[config.mk]
export PLATFORM = sky130hd
export DESIGN_NAME = occupancy_setpoint_alarm_logic
export DESIGN_NICKNAME = d
export VERILOG_FILES = /design/src/hw/occ_pkg.sv /design/src/hw/occupancy_setpoint_alarm_logic.sv
export VERILOG_INCLUDE_DIRS = /design/src /design/src/hw
export SDC_FILE = /design/constraint.sdc
export NUM_CORES = 2
export LEC_CHECK = 0
export BUFFER_PORTS_ARGS = -buffer_cell sky130_fd_sc_hd__buf_2
export CAP_MARGIN = 10
export CORE_AREA = 2 2 406 307
export DETAILED_ROUTE_END_ITERATION = 10
export DIE_AREA = 0 0 408 309
export GPL_ROUTABILITY_DRIVEN = 0
export PLACE_DENSITY = 0.38
export SYNTH_ARGS = -nofsm -noshare
export SYNTH_HDL_FRONTEND = slang
export SYNTH_SLANG_ARGS = --single-unit
[constraint.sdc]
create_clock -name aclk -period 32.2 [get_ports aclk]
set_clock_uncertainty 0.15 [all_clocks]
set_input_delay 1.61 -clock aclk [delete_from_list [all_inputs] [get_ports aclk]]
set_output_delay 1.61 -clock aclk [all_outputs]
set_load 0.05 [all_outputs]
[src/hw/occ_cfg.svh]
`ifndef OCC_CFG_SVH
`define OCC_CFG_SVH
// ******************************
// timing
// ******************************
`define CLK_HZ      125000000
`define TICK_S      1
`define HOLD_S      5
// ******************************
// register byte offsets
// ******************************
`define A_CTRL      8'h00
`define A_SETPT     8'h04
`define A_ALM_OCC   8'h08
`define A_ALM_UNOCC 8'h0C
`define A_DELAY     8'h10
`define A_SASH      8'h14
`define A_TLIM      8'h18
`define A_TCFG      8'h1C
`define A_KEY       8'h20
`define A_STATUS    8'h28
`define A_TEMP      8'h2C
`define A_ACT_SP    8'h30
`define A_ACT_ALM   8'h34
// ******************************
// control bits
// ******************************
`define C_DUAL      0
`define C_IN2_OCC   1
`define C_IN3_TEMP  2
`define C_UNITS_F   3
`define C_SHOW_T    4
`define C_SASH_SW   5
`define C_REPEAT    6
`define C_MANUAL    7
`define C_SASH_EN   8
`define CTRL_W      9
`define K_EXIT      30
`define K_SETPW     31
`define S_MUTE      0
// ******************************
// reset values and limits
// ******************************
`define RST_CTRL    9'h000
`define RST_SETPT   32'h001E_0032
`define RST_AOCC    32'h002D_0028
`define RST_AUNOCC  32'h001B_0018
`define RST_DELAY   32'h003C_001E
`define RST_SASH    32'h012C_0064
`define RST_TLIM    32'h0190_0064
`define RST_TCFG    32'h0000_1000
`define RST_PASS    16'h0000
`define DLY_MAX     16'h012C
`define T_MAX       16'sh03E8
`define T_MIN       16'sh0000
`define OFS_MAX     16'sh0032
`define OFS_MIN     -16'sh0032
`define F_NUM       20'sh0_0009
`define F_DEN       20'sh0_0005
`define F_ZERO      20'sh0_0140
`define RESP_OK     2'h0
`define RESP_ERR    2'h2
`endif

[src/hw/occ_pkg.sv]
package occ_pkg;
  // active set point and its two alarm thresholds
  typedef struct packed {
    logic [15:0] setpt;
    logic [15:0] low_air;
    logic [15:0] warn;
  } airflow_t;

  typedef enum logic [1:0] {
    LBL_NONE   = 2'b00,
    LBL_HIGH   = 2'b01,
    LBL_LOW    = 2'b10,
    LBL_MANUAL = 2'b11
  } label_t;

  typedef enum logic [1:0] {
    SA_IDLE  = 2'b00,
    SA_DELAY = 2'b01,
    SA_ALARM = 2'b10,
    SA_MUTED = 2'b11
  } sash_st_t;
endpackage

[src/hw/occupancy_setpoint_alarm_logic.sv]
`timescale 1ns/1ns
`include "occ_cfg.svh"
// Notes on behaviour
// unoccupied uses low set point, reduced thresholds
// show high, low or manual label
// 0-300 s delay before low set point
// four thresholds, occupied and reduced pairs
// four-digit password, default zeros, guards config
// enter held five seconds opens menu
// detector relearns background every three minutes
// input 2 is occupancy contact when configured
// input 3 read as temperature when configured
// temperature shown in Celsius or Fahrenheit
// low limit 0..high, high limit low..100; code clamps high to 0..100 and pulls low down to high
// offset -5..+5 C added to temperature
// show-temperature flag shows or hides reading
// selectable relays for low and high alarms
// sash open, unoccupied, after delay raises alarm
// repeat option re-raises alarm periodically
// sash from position sensor or micro switch
// muted alarm resounds after repeat time
// occupied or sash closed clears alarm
// timers use one-second ticks, restart on drop
// relays follow temperature limits while exceeded
module occupancy_setpoint_alarm_logic #(
  parameter int unsigned TICK_CYCLES = `CLK_HZ * `TICK_S,
  parameter int unsigned HOLD_CYCLES = `CLK_HZ * `HOLD_S
) (
  // clock and reset
  input  wire logic               aclk,
  input  wire logic               aresetn,
  // axi4-lite slave
  input  wire logic [7:0]         awaddr,
  input  wire logic               awvalid,
  output logic                    awready,
  input  wire logic [31:0]        wdata,
  input  wire logic [3:0]         wstrb,
  input  wire logic               wvalid,
  output logic                    wready,
  output logic [1:0]              bresp,
  output logic                    bvalid,
  input  wire logic               bready,
  input  wire logic [7:0]         araddr,
  input  wire logic               arvalid,
  output logic                    arready,
  output logic [31:0]             rdata,
  output logic [1:0]              rresp,
  output logic                    rvalid,
  input  wire logic               rready,
  // pins and sensor values
  input  wire logic               occupancy_contact_input,
  input  wire logic               sash_switch_in,
  input  wire logic               enter_btn_in,
  input  wire logic signed [15:0] temp_raw,
  input  wire logic [15:0]        sash_height,
  // outputs
  output occ_pkg::airflow_t       airflow,
  output occ_pkg::label_t         label,
  output logic                    menu_active,
  output logic                    sash_alarm,
  output logic [3:0]              relay,
  output logic signed [15:0]      temp_disp,
  output logic                    temp_shown
);
  function automatic logic signed [15:0] clamp(input logic signed [15:0] v,
                                               input logic signed [15:0] lo,
                                               input logic signed [15:0] hi);
    clamp = (v < lo) ? lo : ((v > hi) ? hi : v);
  endfunction

  function automatic logic [31:0] merge(input logic [31:0] old,
                                        input logic [31:0] nw,
                                        input logic [3:0]  strb);
    for (int i = 0; i < 4; i++)
      merge[i*8 +: 8] = strb[i] ? nw[i*8 +: 8] : old[i*8 +: 8];
  endfunction

  // ******************************
  // input synchronisers
  // ******************************
  logic [2:0] occ_s, sw_s, btn_s;
  logic       occ_q, sw_q, btn_q;

  always_ff @(posedge aclk)
  begin
    occ_s <= {occ_s[1:0], occupancy_contact_input};
    sw_s  <= {sw_s[1:0], sash_switch_in};
    btn_s <= {btn_s[1:0], enter_btn_in};
    if (occ_s[2] == occ_s[1]) occ_q <= occ_s[2];
    if (sw_s[2] == sw_s[1]) sw_q <= sw_s[2];
    if (btn_s[2] == btn_s[1]) btn_q <= btn_s[2];
  end

  // ******************************
  // register bus
  // ******************************
  logic [`CTRL_W-1:0] ctrl_q;
  logic [31:0]        setpt_q, aocc_q, aun_q, dly_q, sash_q, tlim_q, tcfg_q;
  logic [15:0]        pass_q;
  logic               unlock_q, menu_q;
  logic               aw_full_q, w_full_q;
  logic [7:0]         awaddr_q;
  logic [31:0]        wdata_q;
  logic [3:0]         wstrb_q;

  wire wr_fire = aw_full_q && w_full_q && !bvalid;
  wire [31:0] wv = wdata_q;
  wire cfg_ok = unlock_q;
  wire a_cfg = awaddr_q inside {`A_CTRL, `A_SETPT, `A_ALM_OCC, `A_ALM_UNOCC,
                                `A_DELAY, `A_SASH, `A_TLIM, `A_TCFG};
  wire a_map = a_cfg || awaddr_q inside {`A_KEY, `A_STATUS};
  wire do_cfg = wr_fire && a_cfg && cfg_ok;
  wire [31:0] m_ctrl = merge(32'(ctrl_q), wv, wstrb_q);
  wire [31:0] m_dly  = merge(dly_q, wv, wstrb_q);
  wire [31:0] m_tlim = merge(tlim_q, wv, wstrb_q);
  wire [31:0] m_tcfg = merge(tcfg_q, wv, wstrb_q);
  wire signed [15:0] t_hi = clamp(m_tlim[31:16], `T_MIN, `T_MAX);
  wire signed [15:0] t_lo = clamp(m_tlim[15:0], `T_MIN, t_hi);
  wire signed [15:0] ofs_n = clamp(16'(signed'(m_tcfg[7:0])), `OFS_MIN, `OFS_MAX);
  wire [15:0] occ_dly_n = (m_dly[15:0] > `DLY_MAX) ? `DLY_MAX : m_dly[15:0];
  wire key_wr  = wr_fire && awaddr_q == `A_KEY;
  wire mute_wr = wr_fire && awaddr_q == `A_STATUS && wv[`S_MUTE];

  always_ff @(posedge aclk)
  begin
    if (!aresetn)
    begin
      awready   <= 1'b1;
      wready    <= 1'b1;
      aw_full_q <= 1'b0;
      w_full_q  <= 1'b0;
      bvalid    <= 1'b0;
      bresp     <= `RESP_OK;
      awaddr_q  <= 8'h00;
      wdata_q   <= 32'h0000_0000;
      wstrb_q   <= 4'h0;
    end
    else
    begin
      if (awvalid && awready)
      begin
        aw_full_q <= 1'b1;
        awready   <= 1'b0;
        awaddr_q  <= awaddr;
      end
      if (wvalid && wready)
      begin
        w_full_q <= 1'b1;
        wready   <= 1'b0;
        wdata_q  <= wdata;
        wstrb_q  <= wstrb;
      end
      if (wr_fire)
      begin
        aw_full_q <= 1'b0;
        w_full_q  <= 1'b0;
        bvalid    <= 1'b1;
        bresp     <= a_map ? `RESP_OK : `RESP_ERR;
      end
      if (bvalid && bready)
      begin
        bvalid  <= 1'b0;
        awready <= 1'b1;
        wready  <= 1'b1;
      end
    end
  end

  // config writes only land while unlocked
  always_ff @(posedge aclk)
  begin
    if (!aresetn)
    begin
      ctrl_q  <= `RST_CTRL;
      setpt_q <= `RST_SETPT;
      aocc_q  <= `RST_AOCC;
      aun_q   <= `RST_AUNOCC;
      dly_q   <= `RST_DELAY;
      sash_q  <= `RST_SASH;
      tlim_q  <= `RST_TLIM;
      tcfg_q  <= `RST_TCFG;
    end
    else if (do_cfg)
    begin
      unique case (awaddr_q)
        `A_CTRL:      ctrl_q  <= m_ctrl[`CTRL_W-1:0];
        `A_SETPT:     setpt_q <= merge(setpt_q, wv, wstrb_q);
        `A_ALM_OCC:   aocc_q  <= merge(aocc_q, wv, wstrb_q);
        `A_ALM_UNOCC: aun_q   <= merge(aun_q, wv, wstrb_q);
        `A_DELAY:     dly_q   <= {m_dly[31:16], occ_dly_n};
        `A_SASH:      sash_q  <= merge(sash_q, wv, wstrb_q);
        `A_TLIM:      tlim_q  <= {t_hi, t_lo};
        `A_TCFG:      tcfg_q  <= {m_tcfg[31:8], ofs_n[7:0]};
        default:      ctrl_q  <= ctrl_q;
      endcase
    end
  end

  // ******************************
  // menu entry and password
  // ******************************
  logic [31:0] hold_cnt_q;

  always_ff @(posedge aclk)
  begin
    if (!aresetn)
    begin
      hold_cnt_q <= 32'h0000_0000;
      menu_q     <= 1'b0;
      unlock_q   <= 1'b0;
      pass_q     <= `RST_PASS;
    end
    else
    begin
      if (key_wr && wv[`K_EXIT])
      begin
        menu_q   <= 1'b0;
        unlock_q <= 1'b0;
      end
      else if (key_wr && wv[`K_SETPW] && unlock_q)
        pass_q <= wv[15:0];
      else if (key_wr && menu_q && wv[15:0] == pass_q)
        unlock_q <= 1'b1;
      // a hold completing in the exit cycle wins over the exit
      if (!btn_q || menu_q)
        hold_cnt_q <= 32'h0000_0000;
      else if (hold_cnt_q == HOLD_CYCLES - 1)
        menu_q <= 1'b1;
      else
        hold_cnt_q <= hold_cnt_q + 32'h0000_0001;
    end
  end

  // ******************************
  // one-second tick
  // ******************************
  logic [31:0] tick_cnt_q;
  logic        tick_q;

  always_ff @(posedge aclk)
  begin
    if (!aresetn)
    begin
      tick_cnt_q <= 32'h0000_0000;
      tick_q     <= 1'b0;
    end
    else
    begin
      tick_q     <= tick_cnt_q == TICK_CYCLES - 1;
      tick_cnt_q <= (tick_cnt_q == TICK_CYCLES - 1) ? 32'h0000_0000
                                                      : tick_cnt_q + 32'h0000_0001;
    end
  end

  // ******************************
  // dual set point
  // ******************************
  wire dual    = ctrl_q[`C_DUAL];
  wire manual  = ctrl_q[`C_MANUAL];
  // without a configured contact the cupboard counts as occupied
  wire occ_in  = !(dual && ctrl_q[`C_IN2_OCC]) || occ_q;
  logic [15:0] occ_cnt_q;
  logic        low_q;

  always_ff @(posedge aclk)
  begin
    if (!aresetn)
    begin
      occ_cnt_q <= 16'h0000;
      low_q     <= 1'b0;
    end
    else if (occ_in || manual)
    begin
      occ_cnt_q <= 16'h0000;
      low_q     <= 1'b0;
    end
    else if (!low_q)
    begin
      if (occ_cnt_q >= dly_q[15:0])
        low_q <= 1'b1;
      else if (tick_q)
        occ_cnt_q <= occ_cnt_q + 16'h0001;
    end
  end

  wire occ_pkg::airflow_t af_d = low_q ? {setpt_q[31:16], aun_q[15:0], aun_q[31:16]}
                                       : {setpt_q[15:0], aocc_q[15:0], aocc_q[31:16]};
  wire occ_pkg::label_t lbl_d = !dual ? occ_pkg::LBL_NONE :
                                manual ? occ_pkg::LBL_MANUAL :
                                low_q ? occ_pkg::LBL_LOW : occ_pkg::LBL_HIGH;

  // ******************************
  // close-sash alarm
  // ******************************
  wire sash_open = ctrl_q[`C_SASH_SW] ? sw_q : (sash_height > sash_q[15:0]);
  wire sa_cond   = ctrl_q[`C_SASH_EN] && sash_open && !occ_in;
  occ_pkg::sash_st_t sa_q, sa_d;
  logic [15:0]       sa_cnt_q;
  wire [15:0] sa_dly = dly_q[31:16];
  wire [15:0] sa_rep = sash_q[31:16];

  always_comb
  begin
    sa_d = sa_q;
    unique case (sa_q)
      occ_pkg::SA_IDLE:  if (sa_cond) sa_d = occ_pkg::SA_DELAY;
      occ_pkg::SA_DELAY: if (sa_cnt_q >= sa_dly) sa_d = occ_pkg::SA_ALARM;
      occ_pkg::SA_ALARM: if (mute_wr) sa_d = occ_pkg::SA_MUTED;
      occ_pkg::SA_MUTED:
        if (ctrl_q[`C_REPEAT] && sa_cnt_q >= sa_rep)
          sa_d = occ_pkg::SA_ALARM;
    endcase
    if (!sa_cond)
      sa_d = occ_pkg::SA_IDLE;
  end

  always_ff @(posedge aclk)
  begin
    if (!aresetn)
    begin
      sa_q     <= occ_pkg::SA_IDLE;
      sa_cnt_q <= 16'h0000;
    end
    else
    begin
      sa_q <= sa_d;
      if (sa_d != sa_q)
        sa_cnt_q <= 16'h0000;
      else if (tick_q)
        sa_cnt_q <= sa_cnt_q + 16'h0001;
    end
  end

  // ******************************
  // temperature
  // ******************************
  wire               t_en   = ctrl_q[`C_IN3_TEMP];
  wire signed [15:0] t_corr = temp_raw + 16'(signed'(tcfg_q[7:0]));
  wire signed [19:0] t_f    = 20'(t_corr) * `F_NUM / `F_DEN + `F_ZERO;
  wire signed [15:0] t_show = ctrl_q[`C_UNITS_F] ? t_f[15:0] : t_corr;
  // limits are held in celsius so a units change leaves them valid
  wire t_lo_alm = t_en && t_corr < $signed(tlim_q[15:0]);
  wire t_hi_alm = t_en && t_corr > $signed(tlim_q[31:16]);
  wire [3:0] relay_d = ({3'b000, t_lo_alm} << tcfg_q[9:8])
                     | ({3'b000, t_hi_alm} << tcfg_q[13:12]);

  // ******************************
  // outputs and read data
  // ******************************
  wire [31:0] status_w = {22'h00_0000, ctrl_q[`C_SHOW_T] && t_en, t_hi_alm, t_lo_alm,
                          unlock_q, menu_q, sa_q == occ_pkg::SA_ALARM, lbl_d, low_q, occ_in};
  wire [31:0] rd_mux =
    (araddr == `A_CTRL)      ? 32'(ctrl_q) :
    (araddr == `A_SETPT)     ? setpt_q :
    (araddr == `A_ALM_OCC)   ? aocc_q :
    (araddr == `A_ALM_UNOCC) ? aun_q :
    (araddr == `A_DELAY)     ? dly_q :
    (araddr == `A_SASH)      ? sash_q :
    (araddr == `A_TLIM)      ? tlim_q :
    (araddr == `A_TCFG)      ? tcfg_q :
    (araddr == `A_STATUS)    ? status_w :
    (araddr == `A_TEMP)      ? {16'h0000, t_show} :
    (araddr == `A_ACT_SP)    ? {16'h0000, airflow.setpt} :
    (araddr == `A_ACT_ALM)   ? {airflow.warn, airflow.low_air} : 32'h0000_0000;
  wire rd_map = araddr inside {`A_CTRL, `A_SETPT, `A_ALM_OCC, `A_ALM_UNOCC, `A_DELAY,
                               `A_SASH, `A_TLIM, `A_TCFG, `A_KEY, `A_STATUS, `A_TEMP,
                               `A_ACT_SP, `A_ACT_ALM};

  always_ff @(posedge aclk)
  begin
    if (!aresetn)
    begin
      arready     <= 1'b1;
      rvalid      <= 1'b0;
      rdata       <= 32'h0000_0000;
      rresp       <= `RESP_OK;
      airflow     <= '0;
      label       <= occ_pkg::LBL_NONE;
      menu_active <= 1'b0;
      sash_alarm  <= 1'b0;
      relay       <= 4'h0;
      temp_disp   <= 16'sh0000;
      temp_shown  <= 1'b0;
    end
    else
    begin
      if (arvalid && arready)
      begin
        arready <= 1'b0;
        rvalid  <= 1'b1;
        rdata   <= rd_mux;
        rresp   <= rd_map ? `RESP_OK : `RESP_ERR;
      end
      if (rvalid && rready)
      begin
        rvalid  <= 1'b0;
        arready <= 1'b1;
      end
      airflow     <= af_d;
      label       <= lbl_d;
      menu_active <= menu_q;
      sash_alarm  <= sa_d == occ_pkg::SA_ALARM;
      relay       <= relay_d;
      temp_shown  <= ctrl_q[`C_SHOW_T] && t_en;
      temp_disp   <= (ctrl_q[`C_SHOW_T] && t_en) ? t_show : 16'sh0000;
    end
  end
endmodule

**Word level (Yosys, flattened, before mapping)**

Index checks and enable logic that the tools add are counted.

- $mul: 1
- Shifts and indexed selects: 2
- Eq/ne operators: 32
- Mux-type cells: 44
- Divide/modulo/power cells: 1
- Bitwise gates (word level): 6
- Order comparisons: 13
- Reductions and logical operators: 76
- Add/subtract/negate cells: 6

Operators with widths:

| operator | count |
|---|---|
| 32-bit two-way mux | 12 |
| 16-bit two-way mux | 6 |
| 8-bit two-way mux | 9 |
| 3-bit AND reduction | 24 |
| 32-bit by 1-bit adder with 32-bit output, second input constant | 2 |
| 8-bit by 5-bit == test with 1-bit output, second input constant | 8 |
| 8-bit by 6-bit == test with 1-bit output, second input constant | 7 |
| 16-bit >= comparator | 3 |
| 16-bit greater-than comparator | 3 |
| 48-bit two-way mux | 1 |
| 16-bit by 1-bit adder with 16-bit output, second input constant | 2 |
| 32-bit by 27-bit == test with 1-bit output, second input constant | 1 |
| 32-bit by 30-bit == test with 1-bit output, second input constant | 1 |
| 8-bit by 4-bit == test with 1-bit output, second input constant | 4 |
| 16-bit by 1-bit less-than comparator with 1-bit output, second input constant | 2 |
| 1-bit logical AND | 24 |
| 20-bit by 4-bit divider with 20-bit output, second input constant | 1 |
| 16-bit by 5-bit multiplier with 20-bit output, second input constant | 1 |
| 2-bit two-way mux | 9 |
| 16-bit by 10-bit adder with 16-bit output, second input constant | 1 |
| 16-bit by 8-bit adder with 16-bit output | 1 |
| 16-bit == test | 1 |
| 8-bit by 3-bit == test with 1-bit output, second input constant | 2 |
| 16-bit by 11-bit greater-than comparator with 1-bit output, second input constant | 1 |
| other kinds (22) | 55 |

- Latch bits: 0
- Bits of input ports: 94
- ROM bits: 0
- Bits in writable memories: 0
- Flip-flop bits (word level): 523
- Memories: 0

**Depth between registers and ports, before layout**

- Word-level depth: 15
- Gate-level depth with buffers: 66
- Gate-level depth less buffers: 59

**Least setup slack after synthesis**

Ideal clock, no wire load.

- Kind: input to register
- Start point: in temp_raw[0]
- End point: reg rdata[9]
- Path slack: 17933 ps
- Data required time: 31964 ps
- Arrival: 14032 ps
- Stages: 60
- Path through: ha_1 fa_1 a21o_1 a21oi_1 o21bai_1 a21oi_1 o21bai_1 a21oi_1 o21bai_1 a21oi_1 o21bai_1 a21oi_1 o21bai_1 a21oi_1 xnor2_1 ha_1 ha_1 clkbuf_1 [24 not listed] a21oi_1 a211oi_2 and2_1 buf_4 xnor2_1 ha_1 or3_1 o311ai_0 a32o_1 ha_1 a41oi_1 xnor2_1 nor3_1 or4b_1 mux2_1 nor3_1 or4_1 a211oi_1

- Word-level cells in the longest chain between the ends: 15

Ends and longest elaborated chain:

| element | line | text |
|---|---|---|
| from (decl) | occupancy_setpoint_alarm_logic.sv:54 | `input wire logic signed [15:0] temp_raw,` |
| 16-bit by 8-bit adder with 16-bit output (*) | occupancy_setpoint_alarm_logic.sv:338 | `wire signed [15:0] t_corr = temp_raw + 16'(signed'(tcfg_q[7:0]));` |
| 16-bit by 5-bit multiplier with 20-bit output (no source line) | -- |  |
| 20-bit by 4-bit divider with 20-bit output (no source line) | -- |  |
| 16-bit by 10-bit adder with 16-bit output (no source line) | -- |  |
| 16-bit two-way mux (*) | occupancy_setpoint_alarm_logic.sv:340 | `` wire signed [15:0] t_show = ctrl_q[`C_UNITS_F] ? t_f[15:0] : t_corr; `` |
| 32-bit two-way mux (*) | occupancy_setpoint_alarm_logic.sv:362 | `` (araddr == `A_TEMP) ? {16'h0000, t_show} : `` |
| 32-bit two-way mux (*) | occupancy_setpoint_alarm_logic.sv:361 | `` (araddr == `A_STATUS) ? status_w : `` |
| 32-bit two-way mux (*) | occupancy_setpoint_alarm_logic.sv:360 | `` (araddr == `A_TCFG) ? tcfg_q : `` |
| 32-bit two-way mux (*) | occupancy_setpoint_alarm_logic.sv:359 | `` (araddr == `A_TLIM) ? tlim_q : `` |
| 32-bit two-way mux (*) | occupancy_setpoint_alarm_logic.sv:358 | `` (araddr == `A_SASH) ? sash_q : `` |
| 32-bit two-way mux (*) | occupancy_setpoint_alarm_logic.sv:357 | `` (araddr == `A_DELAY) ? dly_q : `` |
| 32-bit two-way mux (*) | occupancy_setpoint_alarm_logic.sv:356 | `` (araddr == `A_ALM_UNOCC) ? aun_q : `` |
| 32-bit two-way mux (*) | occupancy_setpoint_alarm_logic.sv:355 | `` (araddr == `A_ALM_OCC) ? aocc_q : `` |
| 32-bit two-way mux (*) | occupancy_setpoint_alarm_logic.sv:354 | `` (araddr == `A_SETPT) ? setpt_q : `` |
| 32-bit two-way mux (*) | occupancy_setpoint_alarm_logic.sv:353 | `` (araddr == `A_CTRL) ? 32'(ctrl_q) : `` |
| to (signal assigned) | occupancy_setpoint_alarm_logic.sv:391 | `rdata <= rd_mux;` |
| to (decl) | occupancy_setpoint_alarm_logic.sv:46 | `output logic [31:0] rdata,` |

Mark *: on every way between the ends. The rest lies on a longest branch, timed or not.
A chain may end at the register's enable or synchronous reset.

**Worst setup path after layout**

- Start point: in temp_raw[0]
- End point: reg rdata[13]

The elaborated chain is that of the path after synthesis.

==> results_tabular.tex <==
\begin{tabular}{lr}
\hline
Metric & Value \\
\hline
\multicolumn{2}{l}{\textbf{Die}} \\
\quad Core Rows & 111 \\
\quad Boundary Pins & 208 \\
\quad Standard cell core area & 0.122 sq mm \\
\quad Vert. Die Dim & 309 microns \\
\quad Effective utilization at floorplan & 0.249 \\
\quad Die W & 408 microns \\
\quad Die Footprint & 0.126 sq mm \\
\multicolumn{2}{l}{\textbf{Synthesis}} \\
\quad Cell types with the largest area share after synthesis & dfxtp\_1, nand2\_1, a21oi\_1, ha\_1, nor2\_1 \\
\quad Cell area after technology mapping & 0.0303 sq mm \\
\quad Count of different cell masters after synthesis & 132 \\
\quad Async set-or-reset flop fraction in the synthesized netlist & 0 \\
\quad Number of synthesis warnings & 0 \\
\quad Top cell type's share of synthesized area & 0.340 \\
\quad Main synth FF type & dfxtp\_1 \\
\quad Number of synthesized flops with an enable pin & 3 \\
\quad Mapped Avg Cell Area & 7.81 sq um \\
\quad Cell count after synthesis & 3885 \\
\quad Dominant cell type by area after synthesis & dfxtp\_1 \\
\quad Register area share after synthesis & 0.343 \\
\quad Number of synthesized register bits & 519 \\
\multicolumn{2}{l}{\textbf{Place}} \\
\quad Placed cell count & 5585 \\
\quad HPWL after detailed placement & 100 mm \\
\quad Count of buffers inserted at the top-level ports & 205 \\
\quad Post-place instance area & 0.0332 sq mm \\
\multicolumn{2}{l}{\textbf{GRT}} \\
\quad Antenna violations before repair & 4 \\
\quad First-pass GRT wire length & 194 mm \\
\quad Vias in the first global route & 27400 \\
\quad Tot GR Track Use & 0.205 \\
\quad Total global routing overflow & 0 \\
\quad Maximum number of pins on one net before global-route repair & 113 \\
\multicolumn{2}{l}{\textbf{Critical path}} \\
\quad Largest stage delay on the critical path & 820 ps \\
\quad Crit Path Class & primary input to register \\
\quad Element type at the critical path start & primary input \\
\quad Crit path buffers/inverters & 1 \\
\quad Worst setup EP type & register \\
\quad Arrival time at the worst endpoint & 17520 ps \\
\quad Critical path required time & 32640 ps \\
\quad Worst-path maximum fanout & 23 \\
\quad Most numerous cell on the critical path & a21oi\_1 \\
\quad Category of cells accounting for the largest share of critical-path delay & compound AO/OA/AOI/OAI gates \\
\quad Slowest cell on the critical path & a211oi\_2 \\
\multicolumn{2}{l}{\textbf{Cells and area}} \\
\quad Seq. cell area & 0.0104 sq mm \\
\quad Ratio of cells with drive above 1 in the final layout & 0.123 \\
\quad Count of filler cells inserted in the layout & 13300 \\
\quad Area delta synth->final & 16.5\% \\
\quad Most common cell after layout, fill and taps aside & nand2\_1 \\
\quad Most used cells in the layout excluding fill and tap cells & nand2\_1, dfxtp\_1, a21oi\_1 \\
\quad Combined area of the multi-input logic cells & 0.0186 sq mm \\
\quad Net count, final & 4261 \\
\quad Final std cells w/o fill & 5700 \\
\quad Summed area of non-filler cells in the final layout & 0.0354 sq mm \\
\multicolumn{2}{l}{\textbf{Job}} \\
\quad Number of maximum-capacitance constraint violations & 0 \\
\multicolumn{2}{l}{\textbf{STA}} \\
\quad RSZ-0062 raised after global routing & false \\
\quad Count of endpoints failing hold in the final timing report & 0 \\
\quad Worst Max-Slew Pin Slew & 1160 ps \\
\quad Final-report setup violation count & 0 \\
\quad Final Cycle Share & 0.530 \\
\quad Max Slew Vio Count & 0 \\
\quad Worst slew slack as a fraction of its limit & 0.222 \\
\quad Highest clock frequency the design can meet & 0.0586 GHz \\
\quad Post-route minimum period & 17080 ps \\
\quad Total Negative Setup Slacks & 0 ps \\
\multicolumn{2}{l}{\textbf{Drt}} \\
\quad Number of routed nets with antenna violations & 0 \\
\quad First-pass iteration count of the detailed router & 6 \\
\quad Wire per inst & 23.5 microns \\
\quad Initial detailed-routing violation count & 2986 \\
\quad Final Routed Wirelength & 134 mm \\
\quad Post-DR vias/cell & 5.17 \\
\quad Final routed DRC violation total & 0 \\
\quad Vias & 29500 \\
\multicolumn{2}{l}{\textbf{Clock network}} \\
\quad Number of clock sinks & 519 \\
\quad CTS Root Buffer Type & clkbuf\_16 \\
\quad CTS resizes & 0 \\
\quad H-Tree Depth & 2 \\
\quad Clock latency of the later-clocked register in the worst-skew pair & 670 ps \\
\quad Post-CTS setup buffers & 0 \\
\quad Clock tree buffer depth & 3 \\
\quad Clock transition at path regs & 60 ps \\
\quad CTS Buf Count & 60 \\
\quad TritonCTS clock tree & done \\
\quad Hold\_buf cts & 0 \\
\multicolumn{2}{l}{\textbf{Power}} \\
\quad Power per cell area & 79.8 mW/mm\^{}2 \\
\quad Cell leakage power & 13.2 nW \\
\quad Worst supply voltage drop on vdd & 0.105 mV \\
\multicolumn{2}{l}{\textbf{Outcome}} \\
\quad Run status & finished, final reports clean \\
\multicolumn{2}{l}{\textbf{Worst hold path}} \\
\quad Path category of the worst min-delay check & register to register \\
\hline
\end{tabular}
metrics by stage:
stage	setup WS, ps	hold slack (ps)	power (mW)	utilization
after floorplan	17930	160	1.73	-
after global placement	14900	163	2.06	0.272
after detailed placement	14610	162	2.04	0.272
after CTS	15250	176	2.82	0.290
after global routing	13820	181	2.98	0.290
final	15120	175	2.82	0.290
layer usage:
layer,global-route usage,part of all wire,vias up
met4,0.0391,0.018,2
met2,0.293,0.40,950
met1,0.317,0.51,14300
met5,0,0.00013,-
met3,0.0358,0.069,112
li1,-,-,14100
state kept, by name, indices dropped and copies added (netlist names), 9 cells and up:
register,cells
aocc_q,32
tcfg_q,32
sash_q,32
hold_cnt_q,32
airflow,48
pass_q,16
dly_q,32
occ_cnt_q,16
tick_cnt_q,32
wdata_q,32
sa_cnt_q,16
rdata,32
setpt_q,32
temp_disp,16
tlim_q,30
aun_q,32
ctrl_q,9
final timing paths:
check,endpoint,slack (ps),cells after the start,from
hold reg to reg,btn_s[1],170,0,btn_s[0]
hold / removal,btn_s[1],170,0,btn_s[0]
setup / recovery,rdata[13],15120,55,temp_raw[0]
setup reg to reg,rdata[13],15680,54,tcfg_q[0]
where the power goes:
| group | leakage [nW] | total [mW] | internal [mW] | switching (mW) |
|---|---|---|---|---|
| Sequential | 4.21 | 0.663 | 0.651 | 0.0123 |
| Clock | 1.07 | 0.767 | 0.456 | 0.311 |
| Combinational | 7.96 | 1.39 | 0.482 | 0.908 |
| Total | 13.2 | 2.82 | 1.59 | 1.23 |
final cells by class:
| type | instances | share of cell area |
|---|---|---|
| Antenna cell | 4 | 0.000283 |
| Clock buffer | 86 | 0.0504 |
| Clock inverter | 25 | 0.0110 |
| Inverter | 135 | 0.0145 |
| Multi-Input combinational cell | 3016 | 0.527 |
| Sequential cell | 519 | 0.295 |
| Tap cell | 1638 | 0.0580 |
| Timing Repair Buffer | 277 | 0.0444 |
cell families (layout without fill, tap and decap cells):
kind of cell,Yosys count,count (layout),synth area share
adder cells (fa/ha/maj),159,159,0.0660
flip-flops,519,519,0.343
buffers and inverters,355,523,0.0452
AND/OR/NAND/NOR,1525,1525,0.230
multiplexers,89,89,0.0297
XOR/XNOR,189,189,0.0553
AO/OA/AOI/OAI,1047,1047,0.231
other,2,11,0.000247
synth_stat cells (60+ instances only):
cell type	n
clkbuf_1	195
ha_1	156
o21ai_0	157
nor2_1	366
inv_1	133
nor3_1	60
nand2_1	639
nand3_1	135
dfxtp_1	516
xnor2_1	95
a21oi_1	391
mux2i_1	82
xor2_1	91
Note: power is estimated with default switching activity, not from simulation.
